===== config.mk =====
export PLATFORM = sky130hd
export DESIGN_NAME = mstp_top
export DESIGN_NICKNAME = d
export VERILOG_FILES = /design/src/inc/mstp_pkg.sv /design/src/logic/mstp_top.sv
export VERILOG_INCLUDE_DIRS = /design/src /design/src/inc
export SDC_FILE = /design/constraint.sdc
export NUM_CORES = 1
export LEC_CHECK = 0
export ABC_CLOCK_PERIOD_IN_PS = 4200
export BUFFER_PORTS_ARGS = -buffer_cell sky130_fd_sc_hd__buf_2
export CAP_MARGIN = 40
export CORE_MARGIN = 2
export CORE_UTILIZATION = 62
export DETAILED_ROUTE_END_ITERATION = 7
export PLACE_DENSITY = 0.81
export SETUP_SLACK_MARGIN = 0.3
export SLEW_MARGIN = 20
export SYNTH_ARGS = -nofsm -noshare
export SYNTH_HDL_FRONTEND = slang
export SYNTH_SLANG_ARGS = --single-unit

===== constraint.sdc =====
create_clock -name CLOCK -period 4.2 [get_ports CLOCK]
set_input_delay 0.21 -clock CLOCK [delete_from_list [all_inputs] [get_ports CLOCK]]
set_output_delay 0.21 -clock CLOCK [all_outputs]
set_load 0.05 [all_outputs]

===== src/inc/mstp_cfg.svh =====
// timing constants and reset values for the master/slave timer pwm block
`ifndef MSTP_CFG_SVH
`define MSTP_CFG_SVH
`define MSTP_CLK_MHZ         100
`define MSTP_PERIOD_US       2000
`define MSTP_PERIOD_CYC      (`MSTP_PERIOD_US * `MSTP_CLK_MHZ)
`define MSTP_WIDTH_PCT       90
`define MSTP_CNT_W           18
`define MSTP_INIT_LEVEL_RST  1'h1
`define MSTP_ACTIVE_LOW_RST  1'h1
`define MSTP_IND_RST         1'h0
`endif


===== src/inc/mstp_pkg.sv =====
// types shared by the master/slave timer pwm block
package mstp_pkg;
	// start or stop trigger bits of the two channels, written in one go
	typedef struct packed {
		logic master;
		logic slave;
	} mstp_trig_t;
	// output pin configuration
	typedef struct packed {
		logic active_low;
		logic init_level;
	} mstp_out_cfg_t;
	// channel run state
	typedef enum logic {MSTP_IDLE, MSTP_RUN} mstp_state_t;
endpackage


===== src/logic/mstp_top.sv =====
// master interval channel plus one-count slave channel driving one pwm pin
`include "mstp_cfg.svh"
module mstp_top #(
	parameter int                        CNT_W      = `MSTP_CNT_W,
	parameter logic [CNT_W-1:0]          PERIOD_CYC = CNT_W'(`MSTP_PERIOD_CYC)
) (
	input  wire logic                    CLOCK,
	input  wire logic                    RST,
	input  wire mstp_pkg::mstp_trig_t    START_TRIG,
	input  wire mstp_pkg::mstp_trig_t    STOP_TRIG,
	input  wire mstp_pkg::mstp_out_cfg_t OUT_CFG,
	input  wire logic                    INTERVAL_WR,
	input  wire logic [CNT_W-1:0]        INTERVAL_DATA,
	input  wire logic                    SLAVE_WIDTH_WR,
	input  wire logic [CNT_W-1:0]        SLAVE_WIDTH_DATA,
	input  wire logic                    INDICATOR_WR,
	input  wire logic                    INDICATOR_DATA,
	output logic                         PWM_PORT_PIN,
	output logic                         MASTER_INTERVAL_IRQ,
	output logic                         RUNNING,
	output logic                         INDICATOR_PORT_PIN
);
	import mstp_pkg::*;

	mstp_state_t       state_reg;        // both channels idle or counting
	logic [CNT_W-1:0]  interval_reg;     // master reload value, period minus one
	logic [CNT_W-1:0]  slave_width_reg;  // slave data register, active cycles
	logic [CNT_W-1:0]  mcnt_reg;         // master down counter
	logic [CNT_W-1:0]  scnt_reg;         // slave down counter
	logic              active_reg;       // slave output at active level
	logic              pin_reg;          // registered pin level
	logic              irq_reg;          // one-cycle interval interrupt
	logic              ind_reg;          // indicator port latch
	logic              start_ev;         // joint start accepted
	logic              stop_ev;          // either stop bit stops the pair
	logic              period_end;       // master reaches zero while running
	logic              period_start;     // new period begins

	// a default width of 90 percent of the default period
	function automatic logic [CNT_W-1:0] pct_of(input logic [CNT_W-1:0] cyc,
		input int unsigned pct);
		logic [CNT_W+7:0] prod;
		prod = (CNT_W+8)'(cyc) * (CNT_W+8)'(pct);
		return CNT_W'(prod / (CNT_W+8)'(100));
	endfunction

	// only the pair of bits starts: one lone bit would leave the slave unsynced
	// a stop in the same cycle cancels the start, so the pair never runs half-loaded
	assign start_ev     = (state_reg == MSTP_IDLE) && START_TRIG.master && START_TRIG.slave
		&& !stop_ev;
	assign stop_ev      = STOP_TRIG.master || STOP_TRIG.slave;
	assign period_end   = (state_reg == MSTP_RUN) && (mcnt_reg == '0);
	assign period_start = start_ev || (period_end && !stop_ev);

	// run state of the channel pair
	always_ff @(posedge CLOCK or posedge RST) begin
		if (RST) begin
			state_reg <= MSTP_IDLE;
		end else begin
			case (state_reg)
				MSTP_IDLE: begin
					if (start_ev) begin
						state_reg <= MSTP_RUN;
					end
				end
				MSTP_RUN: begin
					if (stop_ev) begin
						state_reg <= MSTP_IDLE;
					end
				end
				default: begin
					state_reg <= MSTP_IDLE;
				end
			endcase
		end
	end

	// master interval register, reset loads it for a 2 ms period, software may rewrite it
	always_ff @(posedge CLOCK or posedge RST) begin
		if (RST) begin
			interval_reg <= PERIOD_CYC - CNT_W'(1);
		end else if (INTERVAL_WR) begin
			interval_reg <= INTERVAL_DATA;
		end
	end

	// slave data register; taken at the next period start, not mid-pulse
	always_ff @(posedge CLOCK or posedge RST) begin
		if (RST) begin
			slave_width_reg <= pct_of(PERIOD_CYC, `MSTP_WIDTH_PCT);
		end else if (SLAVE_WIDTH_WR) begin
			slave_width_reg <= SLAVE_WIDTH_DATA;
		end
	end

	// master counter: interval+1 cycles per period, reloaded at zero
	always_ff @(posedge CLOCK or posedge RST) begin
		if (RST) begin
			mcnt_reg <= '0;
		end else if (period_start) begin
			mcnt_reg <= interval_reg;
		end else if (state_reg == MSTP_RUN) begin
			mcnt_reg <= mcnt_reg - CNT_W'(1);
		end
	end

	// interval interrupt, one pulse per period
	always_ff @(posedge CLOCK or posedge RST) begin
		if (RST) begin
			irq_reg <= 1'h0;
		end else begin
			irq_reg <= period_end && !stop_ev;
		end
	end

	// slave one-count: reload at period start, drop active when count runs out
	always_ff @(posedge CLOCK or posedge RST) begin
		if (RST) begin
			scnt_reg   <= '0;
			active_reg <= 1'h0;
		end else if (stop_ev) begin
			scnt_reg   <= '0;
			active_reg <= 1'h0;
		end else if (period_start) begin
			scnt_reg   <= slave_width_reg;
			active_reg <= (slave_width_reg != '0);
		end else if (active_reg) begin
			scnt_reg <= scnt_reg - CNT_W'(1);
			if (scnt_reg == CNT_W'(1)) begin
				active_reg <= 1'h0;
			end
		end
	end

	// pin level: initial value while idle, else slave state mapped by polarity
	always_ff @(posedge CLOCK or posedge RST) begin
		if (RST) begin
			pin_reg <= `MSTP_INIT_LEVEL_RST;
		end else if (state_reg == MSTP_IDLE) begin
			pin_reg <= OUT_CFG.init_level;
		end else begin
			pin_reg <= active_reg ^ OUT_CFG.active_low;
		end
	end

	// indicator output port, software writes its level
	always_ff @(posedge CLOCK or posedge RST) begin
		if (RST) begin
			ind_reg <= `MSTP_IND_RST;
		end else if (INDICATOR_WR) begin
			ind_reg <= INDICATOR_DATA;
		end
	end

	assign PWM_PORT_PIN        = pin_reg;
	assign MASTER_INTERVAL_IRQ = irq_reg;
	assign RUNNING             = (state_reg == MSTP_RUN);
	assign INDICATOR_PORT_PIN  = ind_reg;
endmodule


# == Word level (Yosys, flattened, before mapping) ==
# Cells that the tools add are included.
# word_totals
ff_bits,77
output_inout_bits,4
inputBits,48
# op_classes
n_addsub,2
bitwise_logic,2
eq_ne,1
reduce_logical,12
muxes,13
# op_table
op,count
18-bit two-way mux,5
18-bit by 1-bit subtractor with 18-bit output (second input constant),2
18-bit by 1-bit equality test with 1-bit output (second input constant),1
18-bit logical NOT,1
18-bit nonzero test,1
1-bit two-way mux,7
1-bit logical AND,5
3-bit nonzero test,1
1-bit logical OR,2
1-bit case mux with 2 select lines,1
2-bit nonzero test,1
1-bit logical NOT,1
1-bit NOT,1
1-bit bitwise XOR,1

# == Longest topological paths before layout ==
# depth
word_depth,7
depth_mapped,8
ltp_nobuf,7

# == Least setup slack after synthesis ==
# Ideal clock, no wire load.
# synth_path
path_kind,reg2reg
from,register scnt_reg[2]
to,register active_reg
required_time_ns,4.074
path_stages_with_launch,7
period_less_slack_ns,2.208
slack_ns,1.992
n_path_buf,1
arrival_time_ns,2.083
setup_ns,0.126
path_cell_list,dfrtp_1 -> or4_4 -> or3_1 -> buf_2 -> or4b_1 -> nand4_1 -> a21oi_1
# synth_via
elab_chain_cells,5
# synth_lines
item,line,rtl
"start, declared",mstp_top.sv:29,logic [CNT_W-1:0] scnt_reg;
"start signal, assigned",mstp_top.sv:125,scnt_reg <= slave_width_reg;
"start signal, assigned",mstp_top.sv:128,scnt_reg <= scnt_reg - CNT_W'(1);
18-bit by 1-bit equality test with 1-bit output,mstp_top.sv:129,if (scnt_reg == CNT_W'(1)) begin
1-bit two-way mux,mstp_top.sv:129,
1-bit two-way mux,mstp_top.sv:127,end else if (active_reg) begin
1-bit two-way mux,mstp_top.sv:124,end else if (period_start) begin
1-bit two-way mux,mstp_top.sv:121,end else if (stop_ev) begin
"end signal, assigned",mstp_top.sv:126,active_reg <= (slave_width_reg != '0);
"end, declared",mstp_top.sv:30,logic active_reg;
# Every way passes these cells.
# A chain may end at the register's enable or synchronous reset.

# == Worst setup path in the final report ==
# layout_path
from,register mcnt_reg[9]
to,register scnt_reg[13]
# layout_via
elab_chain_cells,6
word_cells_on_any_way,7
classes_between,2 x mux; 5 x reduce/logical
# layout_lines
item,line,rtl
"start, declared",mstp_top.sv:28,logic [CNT_W-1:0] mcnt_reg;
"start signal, assigned",mstp_top.sv:101,mcnt_reg <= interval_reg;
"start signal, assigned",mstp_top.sv:103,mcnt_reg <= mcnt_reg - CNT_W'(1);
18-bit logical NOT (*),mstp_top.sv:52,assign period_end = (state_reg == MSTP_RUN) && (mcnt_reg == '0);
1-bit logical AND (*),mstp_top.sv:52,
1-bit logical AND (*),mstp_top.sv:53,assign period_start = start_ev || (period_end && !stop_ev);
1-bit logical OR (*),mstp_top.sv:53,
18-bit two-way mux,mstp_top.sv:124,
18-bit two-way mux,mstp_top.sv:121,
# Every way passes the cells marked *; elsewhere a longest branch is shown, timed or not.

==> impl_metrics.tcl <==
set metrics [dict create \
    status "complete, no violations" \
    ys_ff_latch 77 \
    synth_area_leader_cell "dfrtp_1" \
    synthAdderAreaFrac 0.00985 \
    antenna_found_initial 0 \
    core-area_um2 5920 \
    worst_pin_slew_ns 0.576 \
    fin_crit_ns 2.43 \
    dpl.cell_count 462 \
    seq_power_share 0.516 \
    synth.area.mux_share 0.112 \
    p_comb_frac 0.171 \
    synth_commonest_cells "56 x dfrtp_1, 46 x nand2_1, 37 x mux2_2" \
    synth_area_leaders "dfrtp_1 37%, dfstp_2 14%, mux2_2 11%" \
    place_ws_ns 1.80 \
    grt-ovfl-total 0 \
    synth-edff-count 0 \
    yosysMostFrequentCell "dfrtp_1" \
    vias 2919 \
    synth_top_family_by_area "simple AND/OR/NAND/NOR gates" \
    yosys.area_share.simple 0.174 \
    firstDrtPassIters 4 \
    remaining_drc_errors 0 \
    p_leak_nw 1.84 \
    skew_ns 0.00833 \
    nNetsFinal 451 \
    fin_total_pwr_w 0.00182 \
    grt_start_max_net_pins 41 \
    start_util 0.643 \
    critPathLaunchType "register" \
    setup_slack_ns 1.77 \
    maxCapViolCount 0 \
    hold_end "PWM_PORT_PIN" \
    detail_route.iter0.violations 205 \
    fp-row-count 28 \
    seq_area_frac_synth 0.513 \
    hp-class "in2reg" \
    grt_usage 0.261 \
    clk_pin_slew_ns 0.08 \
    synth_cell_types 49 \
    reg2reg_depth 6 \
    power.switching_w 0.000531 \
    wl_per_cell_um 16.7 \
    io_pins 52 \
    clockBufferDepth 2 \
    grt_pass1_vias 2948 \
    yosys_warnings 0 \
    io_buffer_count 51 \
    fin_tns_setup_ns 0 \
    cp-end-kind "register" \
    cts_root_buf "clkbuf_8" \
    rrSetupSlack_ns 1.77 \
    synth_nets 401 \
    whs_ns 0.0686 \
    cts-htree-levels 3 \
    cts_resized 0 \
    finalHoldViolCount 0 \
    required_ns 4.43 \
    max_slew_margin 0.613 \
    die-area_um2 6790 \
    cts_buffers 9 \
    multi_input_area_um2 1730 \
    power_density_nw_per_um2 420 \
    antenna_left 0 \
    clockPowerShare 0.314 \
    syn_area_per_cell_um2 10.9 \
    nFillCells 445 \
    final_cell_count_no_fill 480 \
    vias_per_cell 6.08 \
    fp.dieH_um 82.4 \
    syn-instance-count 350 \
    finalCritPeriodShare 0.577 \
    cp_max_fo 10 \
    dp_hpwl_um 5520 \
    switching_share 0.291 \
    whs_path_depth 3 \
    wl_um 8010 \
    clock_latency_ns 0.36 \
    setup_viol 0 \
    worstHoldStart "OUT_CFG[0]" \
    vdd_drop_max_v 0.000269 \
    layout-drive-gt1-share 0.348 \
    area_growth_pct 13.8 \
    num_antenna_cells 0 \
    synth-async-reset-ratio 1.00 \
    timing.rr.start "mcnt_reg[9]" \
    grt_setup_unrepaired "no" \
    timing.rr.end "scnt_reg[13]" \
    fmax_mhz 412 \
    synth_xor_area_frac 0.0552 \
    synth_top_area_frac 0.368 \
    synth_compound_area_frac 0.103 \
    syn-cell-area_um2 3810 \
    crit_type "reg2reg" \
    synth_ff_type "dfrtp_1" \
    clkSinkCount 77 \
    power.internal_w 0.00129 \
    seq_area_um2 1950 \
    final-max-slew-violation-count 0 \
    globalplace.congestion 0.870 \
    grt_pass1_wl_um 13300 \
    fp.dieW_um 82.4 \
    cts_tree "built" \
    arrival_ns 2.66 \
]
metrics by stage:
step,cell area (um2),utilization
after floorplan,3810,-
final,4330,0.732
after detailed placement,4100,0.693
after CTS,4310,0.729
after global placement,4080,0.690
after global routing,4330,0.732
kinds of logic (layout without fill, tap and decap cells):
family          Yosys count  after routing
xor+xnor                 24             24
flops                    77             77
fa+ha+maj                 3              3
buf+inv                  25             80
mux                      38             38
simple gates            126            126
compound gates           57             57
per-layer routing:
layer,GRT usage,share of wire
met5,0,0
met1,0.317,0.42
met3,0.0565,0.041
met2,0.444,0.52
met4,0.120,0.022
worst max path at each step:
| stage | startpoint | end | depth (start not counted) |
|---|---|---|---|
| 6_report | mcnt_reg[9] | scnt_reg[13] | 6 |
| 5_1_grt | mcnt_reg[9] | scnt_reg[11] | 6 |
| 4_1_cts | mcnt_reg[9] | scnt_reg[13] | 6 |
| 3_5_place_dp | mcnt_reg[9] | scnt_reg[15] | 6 |
| 3_3_place_gp | RUNNING | scnt_reg[10] | 6 |
| 2_1_floorplan | scnt_reg[2] | active_reg | 6 |
power by group through the flow:
stage          combinational, W  clock (W)  sequential (W)
2_1_floorplan          0.000228          0        0.000932
3_3_place_gp           0.000291          0        0.000946
3_5_place_dp           0.000307          0        0.000950
4_1_cts                0.000309   0.000578        0.000938
5_1_grt                0.000347   0.000609        0.000955
6_report               0.000310   0.000571        0.000939
worst max-delay path: stages, from the launching register on:
cell	delay (ns)
dfrtp_1	0.46
nor4_1	0.57
and4b_1	0.36
nand3_2	0.23
clkinv_1	0.27
or3_1	0.28
o21ai_0	0.13
final cells by class:
class                   count  share of cell area
clock buffers              10              0.0318
flip-flops and latches     77               0.451
well taps                  75              0.0217
clock inverters             6              0.0144
inverters                   7             0.00606
multi-input cells         248               0.400
repair buffers             57              0.0756
layout by cell type (no fill, tap or decap), types with 11 or more instances in the layout:
master,n
dfrtp_1,56
nand2_1,46
xnor2_1,18
mux2_2,37
nor3_1,11
dfstp_2,21
o21ai_0,14
buf_2,51
nor2_1,19
nor4_1,11
timing repair:
action | in CTS | in global routing
buffers inserted | 0 | 0
hold buffers | 1 | 0
hold endpoints to repair | 13 | 0
No activity file was read; power rests on OpenSTA's default activity.
